===== src/olps_consts.svh =====
`ifndef OLPS_CONSTS_SVH
`define OLPS_CONSTS_SVH
`define OLPS_CLK_HZ            20000000
`define OLPS_FAIL_HZ           5000
`define OLPS_FAIL_CYC          (`OLPS_CLK_HZ / `OLPS_FAIL_HZ)
`define OLPS_WAKE_MS           2000
`define OLPS_WAKE_CYC          (`OLPS_CLK_HZ / 1000 * `OLPS_WAKE_MS)
`define OLPS_ADDR_CTRL         8'h00
`define OLPS_ADDR_CHAN0        8'h04
`define OLPS_ADDR_GDUTY1       8'h24
`define OLPS_ADDR_GDUTY2       8'h28
`define OLPS_ADDR_STATUS       8'h2C
`define OLPS_ADDR_PINS         8'h30
`define OLPS_CTRL_SYNC_BIT     8
`define OLPS_CTRL_OE_LSB       0
`define OLPS_CTRL_DDEN_LSB     16
`define OLPS_STAT_FAIL_BIT     3
`define OLPS_CH_DUTY_LSB       0
`define OLPS_CH_PHASE_LSB      9
`define OLPS_CH_SRC_LSB        11
`define OLPS_CH_GATE_LSB       13
`define OLPS_RESP_OKAY         2'h0
`define OLPS_RESP_SLVERR       2'h2
`define OLPS_DIRECT_MASK       8'h77
`endif


===== src/olps_pkg.sv =====
package olps_pkg;
	typedef logic [7:0] olps_duty_t;
	typedef struct packed {
		logic [1:0] gate;
		logic [1:0] src;
		logic [1:0] phase;
		logic [7:0] duty;
	} olps_chan_s;
	typedef struct packed {
		logic [31:0] addr;
		logic        valid;
	} olps_req_s;
	typedef enum logic [2:0] {
		OLPS_IDLE = 3'b001,
		OLPS_RESP = 3'b010,
		OLPS_DONE = 3'b100
	} olps_bus_e;
endpackage


===== src/olps_regmem.sv =====
`timescale 1ns/1ps
`include "olps_consts.svh"
module olps_regmem (
	input  wire logic        aclk,
	input  wire logic        we,
	input  wire logic [3:0]  waddr,
	input  wire logic [31:0] wdata,
	input  wire logic [3:0]  raddr,
	output logic      [31:0] rdata
);
	// Channel words kept here; read data registered.
	logic [31:0] mem [0:7];
	always_ff @(posedge aclk) begin
		if (we && waddr < 4'h8) begin
			mem[waddr[2:0]] <= wdata;
		end
	end
	always_ff @(posedge aclk) begin
		rdata <= (raddr < 4'h8) ? mem[raddr[2:0]] : 32'h0000_0000;
	end
endmodule // olps_regmem


===== src/olps_top.sv =====
// Added by the designer: register access over AXI4-Lite and the register offsets.
`timescale 1ns/1ps
`include "olps_consts.svh"
// Notes on behaviour
// (RULE1) 256 time-base clocks per PWM period.
// (RULE2) Time-base gap over 200 us is failure.
// (RULE3) On failure outputs follow enable bits.
// (RULE4) Failure flag sticky until read-clear.
// (RULE5) Disabled: shared pin outputs wake state.
// (RULE6) Fallback input: outputs follow direct inputs.
// (RULE7) Direct inputs ignored until enabled.
// (RULE8) Duty 00h off, FFh 255/256 on.
// (RULE9) Four phase offsets per channel.
// (RULE10) Sync bit realigns the PWM counter.
// (RULE11) Duty changes apply at counter wrap.
// (RULE12) Full off/on applies immediately.
// (RULE13) Cleared output enable forces off.
// (RULE14) Ungated: source select picks state.
// (RULE15) Individual, global one, global two duties.
// (RULE16) Gated, input low: gate select picks.
// (RULE17) Gated, input high: source select picks.
// (RULE18) Channels four, eight use source only.
// (RULE19) Enable pin chooses standby or active.
// (RULE20) Channel on while phased count below duty.
module olps_top (
	input  wire logic        aclk,
	input  wire logic        aresetn,
	input  wire logic [31:0] s_axi_awaddr,
	input  wire logic        s_axi_awvalid,
	output logic             s_axi_awready,
	input  wire logic [31:0] s_axi_wdata,
	input  wire logic [3:0]  s_axi_wstrb,
	input  wire logic        s_axi_wvalid,
	output logic             s_axi_wready,
	output logic      [1:0]  s_axi_bresp,
	output logic             s_axi_bvalid,
	input  wire logic        s_axi_bready,
	input  wire logic [31:0] s_axi_araddr,
	input  wire logic        s_axi_arvalid,
	output logic             s_axi_arready,
	output logic      [31:0] s_axi_rdata,
	output logic      [1:0]  s_axi_rresp,
	output logic             s_axi_rvalid,
	input  wire logic        s_axi_rready,
	input  wire logic        enable_pin,
	input  wire logic        fallback_pin,
	input  wire logic [7:0]  direct_drive_input,
	input  wire logic        clk_wake_pin_i,
	output logic             clk_wake_pin_o,
	output logic             clk_wake_pin_oe,
	output logic      [7:0]  channel_out
);
	import olps_pkg::*;

	localparam logic [7:0] DIRECT_MASK = `OLPS_DIRECT_MASK;

	function automatic logic duty_on(input logic [7:0] cnt, input logic [1:0] ph,
		input logic [7:0] duty);
		logic [7:0] c;
		c = cnt - {ph, 6'h00};
		duty_on = c < duty;
	endfunction

	function automatic logic [1:0] pick_src(input logic [1:0] gate, input logic [1:0] src,
		input logic din, input logic has_in);
		if (!has_in || gate == 2'h0 || din) begin
			pick_src = src;
		end else begin
			pick_src = (gate == 2'h3) ? 2'h0 : gate;
		end
	endfunction

	// Pins are synchronised before any logic reads them.
	logic [11:0] s1_r;
	logic [11:0] s2_r;
	logic        tb_d_r;
	always_ff @(posedge aclk) begin
		if (!aresetn) begin
			s1_r   <= 12'h000;
			s2_r   <= 12'h000;
			tb_d_r <= 1'b0;
		end else begin
			s1_r   <= {clk_wake_pin_i, fallback_pin, enable_pin, direct_drive_input, 1'b0};
			s2_r   <= s1_r;
			tb_d_r <= s2_r[11];
		end
	end
	wire       en_s   = s2_r[9];
	wire       fb_s   = s2_r[10];
	wire [7:0] din_s  = s2_r[8:1];
	wire       tb_s   = s2_r[11];
	wire       tb_rise = tb_s & ~tb_d_r;

	// Control registers.
	logic [31:0] ctrl_r;
	logic [7:0]  gd1_r;
	logic [7:0]  gd2_r;
	logic        fail_flag_r;
	wire  [7:0]  oe_bits = ctrl_r[`OLPS_CTRL_OE_LSB +: 8];
	wire  [7:0]  dd_en   = ctrl_r[`OLPS_CTRL_DDEN_LSB +: 8];

	// Channel shadow copies kept in flops for the datapath.
	olps_chan_s  ch_r  [0:7];
	olps_chan_s  act_r [0:7];
	logic [7:0]  agd1_r;
	logic [7:0]  agd2_r;

	// AXI write: address and data accepted in either order.
	logic        aw_have_r;
	logic        w_have_r;
	logic        aw_ok_r;
	logic [7:0]  waddr_r;
	logic [31:0] wdata_r;
	wire         wr_go = aw_have_r && w_have_r && !s_axi_bvalid;
	wire         ch_hit = wr_go && aw_ok_r && waddr_r >= `OLPS_ADDR_CHAN0 &&
		waddr_r < `OLPS_ADDR_GDUTY1;
	wire  [3:0]  ch_idx = 4'((waddr_r - `OLPS_ADDR_CHAN0) >> 2);
	wire         known_w = waddr_r == `OLPS_ADDR_CTRL || waddr_r == `OLPS_ADDR_GDUTY1 ||
		waddr_r == `OLPS_ADDR_GDUTY2 || ch_hit;

	always_ff @(posedge aclk) begin
		if (!aresetn) begin
			aw_have_r     <= 1'b0;
			w_have_r      <= 1'b0;
			aw_ok_r       <= 1'b0;
			waddr_r       <= 8'h00;
			wdata_r       <= 32'h0000_0000;
			s_axi_awready <= 1'b0;
			s_axi_wready  <= 1'b0;
			s_axi_bvalid  <= 1'b0;
			s_axi_bresp   <= `OLPS_RESP_OKAY;
		end else begin
			s_axi_awready <= !aw_have_r && !s_axi_awready;
			s_axi_wready  <= !w_have_r && !s_axi_wready;
			if (s_axi_awvalid && s_axi_awready) begin
				aw_have_r <= 1'b1;
				aw_ok_r   <= s_axi_awaddr[31:8] == 24'h0;
				waddr_r   <= s_axi_awaddr[7:0];
			end
			if (s_axi_wvalid && s_axi_wready) begin
				w_have_r <= 1'b1;
				wdata_r  <= s_axi_wdata;
			end
			if (wr_go) begin
				s_axi_bvalid <= 1'b1;
				s_axi_bresp  <= (known_w && aw_ok_r) ? `OLPS_RESP_OKAY : `OLPS_RESP_SLVERR;
				aw_have_r    <= 1'b0;
				w_have_r     <= 1'b0;
			end else if (s_axi_bvalid && s_axi_bready) begin
				s_axi_bvalid <= 1'b0;
			end
		end
	end

	wire sync_wr = wr_go && aw_ok_r && waddr_r == `OLPS_ADDR_CTRL &&
		wdata_r[`OLPS_CTRL_SYNC_BIT];

	always_ff @(posedge aclk) begin
		if (!aresetn) begin
			ctrl_r <= 32'h0000_0000; // RULE7
			gd1_r  <= 8'h00;
			gd2_r  <= 8'h00;
		end else if (wr_go && aw_ok_r) begin
			if (waddr_r == `OLPS_ADDR_CTRL) begin
				ctrl_r <= wdata_r & 32'h00FF_00FF;
			end
			if (waddr_r == `OLPS_ADDR_GDUTY1) begin
				gd1_r <= wdata_r[7:0];
			end
			if (waddr_r == `OLPS_ADDR_GDUTY2) begin
				gd2_r <= wdata_r[7:0];
			end
		end
	end

	always_ff @(posedge aclk) begin
		if (!aresetn) begin
			for (int i = 0; i < 8; i++) begin
				ch_r[i] <= '0;
			end
		end else if (ch_hit) begin
			ch_r[ch_idx[2:0]] <= olps_chan_s'({wdata_r[`OLPS_CH_PHASE_LSB +: 6], wdata_r[7:0]});
		end
	end

	// PWM counter on time-base edges; failure watchdog on aclk.
	logic [7:0]  cnt_r;
	logic [15:0] gap_r;
	logic        tb_fail_r;
	wire         wrap = tb_rise && cnt_r == 8'hFF;
	always_ff @(posedge aclk) begin
		if (!aresetn) begin
			cnt_r <= 8'h00;
		end else if (sync_wr) begin
			cnt_r <= 8'h00; // RULE10
		end else if (tb_rise && en_s) begin
			cnt_r <= cnt_r + 8'h01; // RULE1 RULE20
		end
	end
	always_ff @(posedge aclk) begin
		if (!aresetn || !en_s || tb_rise) begin
			gap_r     <= 16'h0000;
			tb_fail_r <= 1'b0;
		end else if (gap_r >= 16'(`OLPS_FAIL_CYC)) begin
			tb_fail_r <= 1'b1; // RULE2
		end else begin
			gap_r <= gap_r + 16'h0001;
		end
	end

	// Buffered duty: loaded at wrap or on a sync write.
	always_ff @(posedge aclk) begin
		if (!aresetn) begin
			agd1_r <= 8'h00;
			agd2_r <= 8'h00;
			for (int i = 0; i < 8; i++) begin
				act_r[i] <= '0;
			end
		end else if (wrap || sync_wr) begin
			agd1_r <= gd1_r; // RULE11
			agd2_r <= gd2_r;
			for (int i = 0; i < 8; i++) begin
				act_r[i] <= ch_r[i];
			end
		end
	end

	// Output selection.
	logic [7:0] out_nxt;
	always_comb begin
		logic [1:0] sel;
		logic [1:0] lsel;
		logic       din_v;
		logic       has_in;
		logic       gated_off;
		logic       pw;
		sel       = 2'h0;
		lsel      = 2'h0;
		din_v     = 1'b0;
		has_in    = 1'b0;
		gated_off = 1'b0;
		pw        = 1'b0;
		out_nxt   = 8'h00;
		for (int i = 0; i < 8; i++) begin
			has_in = DIRECT_MASK[i]; // RULE18
			din_v  = din_s[i] && dd_en[i]; // RULE7
			// Buffered gate and source run the duty; live ones only force full on or off.
			sel  = pick_src(act_r[i].gate, act_r[i].src, din_v, has_in); // RULE14 RULE16 RULE17 RULE11
			lsel = pick_src(ch_r[i].gate, ch_r[i].src, din_v, has_in);
			gated_off = has_in && ch_r[i].gate == 2'h3 && !din_v;
			case (sel)
				2'h0: pw = duty_on(cnt_r, act_r[i].phase, act_r[i].duty); // RULE15 RULE9 RULE8
				2'h1: pw = duty_on(cnt_r, act_r[i].phase, agd1_r);
				2'h2: pw = duty_on(cnt_r, act_r[i].phase, agd2_r);
				default: pw = 1'b1; // RULE12
			endcase
			if (has_in && act_r[i].gate == 2'h3 && !din_v) begin
				pw = 1'b0;
			end
			if (lsel == 2'h3) begin
				pw = 1'b1; // RULE12
			end
			if (gated_off) begin
				pw = 1'b0; // RULE12
			end
			if (fb_s) begin
				out_nxt[i] = has_in && din_s[i]; // RULE6
			end else if (!en_s) begin
				out_nxt[i] = 1'b0;
			end else if (tb_fail_r) begin
				out_nxt[i] = oe_bits[i]; // RULE3
			end else begin
				out_nxt[i] = oe_bits[i] && pw; // RULE13
			end
		end
	end
	always_ff @(posedge aclk) begin
		if (!aresetn) begin
			channel_out <= 8'h00;
		end else begin
			channel_out <= out_nxt;
		end
	end

	// Wake output and timer while disabled.
	logic [31:0] wake_cnt_r;
	wire         wake_src = |(din_s & `OLPS_DIRECT_MASK);
	always_ff @(posedge aclk) begin
		if (!aresetn || en_s) begin
			wake_cnt_r <= 32'h0000_0000;
		end else if (wake_src) begin
			wake_cnt_r <= 32'(`OLPS_WAKE_CYC);
		end else if (wake_cnt_r != 32'h0000_0000) begin
			wake_cnt_r <= wake_cnt_r - 32'h0000_0001;
		end
	end
	always_ff @(posedge aclk) begin
		if (!aresetn) begin
			clk_wake_pin_oe <= 1'b0;
			clk_wake_pin_o  <= 1'b0;
		end else begin
			clk_wake_pin_oe <= !en_s; // RULE19
			clk_wake_pin_o  <= !en_s && (wake_src || wake_cnt_r != 32'h0000_0000); // RULE5
		end
	end

	// AXI read; status read clears the failure flag, a new failure wins.
	logic [31:0] mem_rdata;
	logic        rd_pend_r;
	logic [7:0]  raddr_r;
	wire         rd_take = s_axi_arvalid && s_axi_arready;
	wire         stat_rd = rd_take && s_axi_araddr[7:0] == `OLPS_ADDR_STATUS;
	always_ff @(posedge aclk) begin
		if (!aresetn) begin
			fail_flag_r <= 1'b0;
		end else if (tb_fail_r) begin
			fail_flag_r <= 1'b1; // RULE4
		end else if (stat_rd) begin
			fail_flag_r <= 1'b0; // RULE4
		end
	end
	olps_regmem u_mem (
		.aclk  (aclk),
		.we    (ch_hit),
		.waddr (ch_idx),
		.wdata (wdata_r),
		.raddr (4'((s_axi_araddr[7:0] - `OLPS_ADDR_CHAN0) >> 2)),
		.rdata (mem_rdata)
	);
	always_ff @(posedge aclk) begin
		if (!aresetn) begin
			s_axi_arready <= 1'b0;
			s_axi_rvalid  <= 1'b0;
			s_axi_rdata   <= 32'h0000_0000;
			s_axi_rresp   <= `OLPS_RESP_OKAY;
			rd_pend_r     <= 1'b0;
			raddr_r       <= 8'h00;
		end else begin
			s_axi_arready <= !rd_pend_r && !s_axi_rvalid && !s_axi_arready;
			if (rd_take) begin
				rd_pend_r <= 1'b1;
				raddr_r   <= s_axi_araddr[7:0];
				s_axi_rresp <= (s_axi_araddr[31:8] == 24'h0 && s_axi_araddr[7:0] <=
					`OLPS_ADDR_PINS) ? `OLPS_RESP_OKAY : `OLPS_RESP_SLVERR;
				case (s_axi_araddr[7:0])
					`OLPS_ADDR_CTRL:   s_axi_rdata <= ctrl_r;
					`OLPS_ADDR_GDUTY1: s_axi_rdata <= {24'h0, gd1_r};
					`OLPS_ADDR_GDUTY2: s_axi_rdata <= {24'h0, gd2_r};
					`OLPS_ADDR_STATUS: s_axi_rdata <= {28'h0, fail_flag_r | tb_fail_r, 3'h0};
					`OLPS_ADDR_PINS:   s_axi_rdata <= {14'h0, fb_s, en_s, cnt_r, channel_out};
					default:           s_axi_rdata <= 32'h0000_0000;
				endcase
			end
			if (rd_pend_r) begin
				rd_pend_r    <= 1'b0;
				s_axi_rvalid <= 1'b1;
				if (raddr_r >= `OLPS_ADDR_CHAN0 && raddr_r < `OLPS_ADDR_GDUTY1) begin
					s_axi_rdata <= mem_rdata;
				end
			end else if (s_axi_rvalid && s_axi_rready) begin
				s_axi_rvalid <= 1'b0;
			end
		end
	end
endmodule // olps_top


===== config.mk =====
export PLATFORM = sky130hd
export DESIGN_NAME = olps_top
export DESIGN_NICKNAME = d
export VERILOG_FILES = /design/src/olps_pkg.sv /design/src/olps_regmem.sv /design/src/olps_top.sv
export VERILOG_INCLUDE_DIRS = /design/src
export SDC_FILE = /design/constraint.sdc
export NUM_CORES = 1
export LEC_CHECK = 0
export BUFFER_PORTS_ARGS = -buffer_cell sky130_fd_sc_hd__clkbuf_2
export CORE_MARGIN = 2
export CORE_UTILIZATION = 48
export DETAILED_ROUTE_END_ITERATION = 10
export GPL_ROUTABILITY_DRIVEN = 0
export PLACE_DENSITY = 0.7
export SYNTH_ARGS = -nofsm -noshare
export SYNTH_HDL_FRONTEND = slang
export SYNTH_SLANG_ARGS = --single-unit

===== constraint.sdc =====
create_clock -name aclk -period 4.9 [get_ports aclk]
set_input_delay 0.98 -clock aclk [delete_from_list [all_inputs] [get_ports aclk]]
set_output_delay 0.98 -clock aclk [all_outputs]
set_load 0.02 [all_outputs]

==> metrics list <==
- STA classifies the critical path endpoint as a flop.
- The analysis attributes to net switching a power of 0.00302 W.
- Proportion of synthesized chip area in sequential cells: 0.627
* Clock period minus worst slack: 3440 ps
- The H-tree was split into 3 levels.
- Max Root-Sink Buffers: 3
* I/O pins: 169
- Number of cells traversed by the worst register-to-register path: 7
* Critical Path Sink: act_r[1][14]
* Wire length per cell after detailed routing: between 20 and 25 um
- In this run, CTS created clock tree buffers numbering 75.
- The tool flagged a number of max-cap violations equal to 0.
* Clock root cell: clkbuf_16
* Number of DRC markers after the initial detailed-route iteration: about 1.9k
- Final clock period utilization by the worst path: 0.702
- Of the total synthesized cell area, the portion taken by full adders, half adders and majority gates is 0.0484.
* Global-route wire length before repair: 115 mm
* Initial antenna violation count: 3
- Dividing total power by cell area gives a power density of around 380 mW/mm2.
* Final count of negative-setup-slack endpoints: 0
- Number of search-and-repair iterations in the first detailed-routing pass: 7
* F_max: 291 MHz
* Worst R2R Setup Slack: 1460 ps
- Synth Instances: around 2.4k
- Vias in the first global route: ~20k
* Remaining number of nets flagged by the antenna check after routing: 0
* Pin count of the biggest net entering global routing: 113
- Compound-cell area share of the yosys netlist: 0.0779
- VDD sags by at most roughly 0.00032 V.
- Number of sinks handled by clock tree synthesis: roughly 730
- Placed wire-length estimate: 49.0 mm
- Xor/xnor share of the synthesized area: 0.0174
* TritonCTS clock tree: yes
- Power share of the sequential group: 0.509
* Count of warnings emitted by yosys: 0
- Count of state elements after synthesis: ~730
* Initial standard-cell utilization of the core: 0.487
- Commonest cells in the netlist: 472 x edfxtp_1, 256 x dfxtp_1, 249 x nand2_1
- In the routed layout, each cell is associated on average with a via count of approximately 5.7.
* Count of unique library cells instantiated by Yosys: 69
* Result of the run: finished clean
* Skew final: 25.8 ps
- Library cell occupying the most area in the post-synthesis netlist: edfxtp_1
- From bottom edge to top edge, the die measures 257 um.
- Once layout is complete, the cells apart from fillers number 3511.
- For the pin with the worst max-slew slack, the measured transition is 1240 ps.
- Area of all placed cells without fillers: 0.0351 mm2
* Fraction of final layout cells with drive strength greater than 1: 0.155
* Sum of internal, switching and leakage power: 0.0134 W
- On the critical path the largest part of the delay comes from simple AND/OR/NAND/NOR gates.
- For the worst setup path, the data required time is between 5000 and 6000 ps.
* CP max stage cell: nor4b_2
- STA classifies the critical path startpoint as a flop.
* Clock share of power: 0.431
- Across every metal layer, demand over resource in global routing totals 0.229.
* Worst max-slew margin expressed relative to the limit: 0.172
- Die X-Extent: between 200 and 300 um
* Internal: approximately 0.010 W
* Type of the worst setup path: flop to flop
- Counting both buffers and inverters, the worst setup path holds a total of 2.
- Max Fanout on Critical Path: 28
- Logic depth of the worst path, buffers included: 7
- Of the total synthesized cell area, the portion taken by AND, OR, NAND and NOR gates is 0.143.
- Via count: 20.0k
- Origin of the worst setup path: s_axi_bvalid
- Area added between synthesis and finish: 14.1%
- Number of port buffers: 160
* Latest clock arrival within the worst-skew pair: 630 ps
- Data on the critical path arrives at its endpoint at 3730 ps.
- Fraction of synthesized area in multiplexers: 0.0575
- Filler Cell Count: between 5k and 6k
- Share of synthesized registers carrying an async set or reset: 0
- After clock tree synthesis, the clock-pin slew on the worst setup and hold paths is 60 ps.
- Launch instance of the worst register-to-register path: s_axi_bvalid
- The share of total power dissipated in combinational logic is 0.060.
- Post-CTS Setup Bufs: 0
- The number of hold buffers added after CTS was 0.
- Post-synth EDFFs: 472
- The critical path goes through nand3b_1 -> nor4b_2 -> nor3b_2 -> nand2_1 -> and3_1 -> inv_4 -> buf_4.
* Final Max Slew Viols: 0
- Sum of routed wire length over all layers: 75.7 mm
- Ant. Diodes: 0
- The path class of the tightest hold or removal check is flop to flop.
- Final hold violation count: 0
- The die covers 0.0662 mm2.
- Of the total power, the share spent switching nets is 0.226.
* Total grt overflow: 0
- Floorplan row count: roughly 90
* Total negative setup slack: 0 ps
* Unrepaired setup endpoints after global routing: no
- Post-Synthesis Mean Instance Area: 12.6 um2
- After the last flow step, the layout net total stands at 2839.
- Area after DPL: 0.0326 mm2
- Synth top area cells: edfxtp_1 46%, dfxtp_1 17%, and2_1 5.0%
- In the synthesized netlist the dominant register cell turns out to be edfxtp_1.
* Cell area after technology mapping: 0.0308 mm2
* Leakage Power: roughly 13 nW
* Most common cell in the synthesized netlist: edfxtp_1
* Synth top area share: 0.460
- In this run the standard cell core region covers 0.0632 mm2.
* Dominant combinational cell family by area after synthesis: simple AND/OR/NAND/NOR gates
* CTS resizes: 0
- DRC: 0
- The endpoint identified for the worst register-to-register timing path is act_r[1][14].
* Longest individual stage delay on the worst path: between 500 and 600 ps
- The number of placed instances, taps included, is between 3k and 4k.
metrics by stage:
| stage | util | hold slack [ps] | setup slack (ps) |
|---|---|---|---|
| after global routing | 0.556 | 449 | 1200 |
| after CTS | 0.556 | 430 | 1460 |
| after floorplan | - | 408 | 261 |
| after detailed placement | 0.516 | 421 | 1460 |
| after global placement | 0.516 | 415 | 1470 |
| final | 0.556 | 430 | 1460 |
cells in the final DEF, fill, tap and decap left out, drive strengths merged, types with 21 or more instances in the layout:
master and instances:
edfxtp 472, clkbuf 264, dfxtp 256, nand2 249
and2 249, nor2 123, ha 119, inv 109
a21oi 94, mux4 64, a21boi 57, o21ai 57
buf 47, nor2b 43, nand3 41, mux2i 33
xnor2 33, xor2 28, a221oi 25, nor4 24
clkinv 23, nor3b 21
power by group through the flow:
stage / Clock (W) / Combinational (W) / Sequential (W)
CTS: 0.00584 / 0.000796 / 0.00680
global placement: 0 / 0.000760 / 0.00692
global route: 0.00608 / 0.000878 / 0.00682
detailed placement: 0 / 0.000788 / 0.00693
floorplan: 0 / 0.000563 / 0.00688
finish: 0.00576 / 0.000795 / 0.00680
layer usage:
layer  wire length, um  global-route usage  vias up
met2             36700               0.384      743
met5                40                   0        -
met1             30300               0.295     9904
met4              2720              0.0830        6
li1                  -                   -     9122
met3              5990              0.0454      183
final cells by class:
cell class | count | area, um2 | share of cell area
sequential | 728 | 19300 | 0.549
multi-input combinational | 1488 | 10700 | 0.305
timing repair buffer | 205 | 1160 | 0.0329
inverter | 104 | 393 | 0.0112
tap | 846 | 1060 | 0.0301
clock inverter | 34 | 368 | 0.0105
clock buffer | 106 | 2150 | 0.0611
worst min path at each step:
stage	from	to	cells after the start
final	gap_r[13]	gap_r[13]	2
after CTS	gap_r[13]	gap_r[13]	2
after global routing	gap_r[13]	gap_r[13]	2
after floorplan	gap_r[14]	gap_r[14]	2
after detailed placement	gap_r[13]	gap_r[13]	2
after global placement	gap_r[14]	gap_r[14]	2
logic make-up after synthesis:
group	after synthesis
buffers and inverters	224
other	1
adder cells (fa/ha/maj)	119
AND/OR/NAND/NOR	851
multiplexers	97
XOR/XNOR	61
AO/OA/AOI/OAI	358
flip-flops	728
sequential cells by signal, indices dropped and copies added (netlist names), 8 cells and up:
| name | cells |
|---|---|
| act_r | 108 |
| agd2_r | 8 |
| s_axi_rdata | 32 |
| u_mem.mem | 256 |
| wake_cnt_r | 32 |
| waddr_r | 8 |
| s2_r | 9 |
| agd1_r | 8 |
| ch_r | 108 |
| gd2_r | 8 |
| ctrl_r | 16 |
| s1_r | 9 |
| u_mem.rdata | 32 |
| gap_r | 16 |
| gd1_r | 8 |
| wdata_r | 32 |
| channel_out | 8 |
| cnt_r | 8 |
worst min-delay path, cell delays in order, from the launching register on:
cell and delay (ps):
dfxtp_1 310, inv_1 50, nor2_1 30
Power figures use the tool's default switching activity.
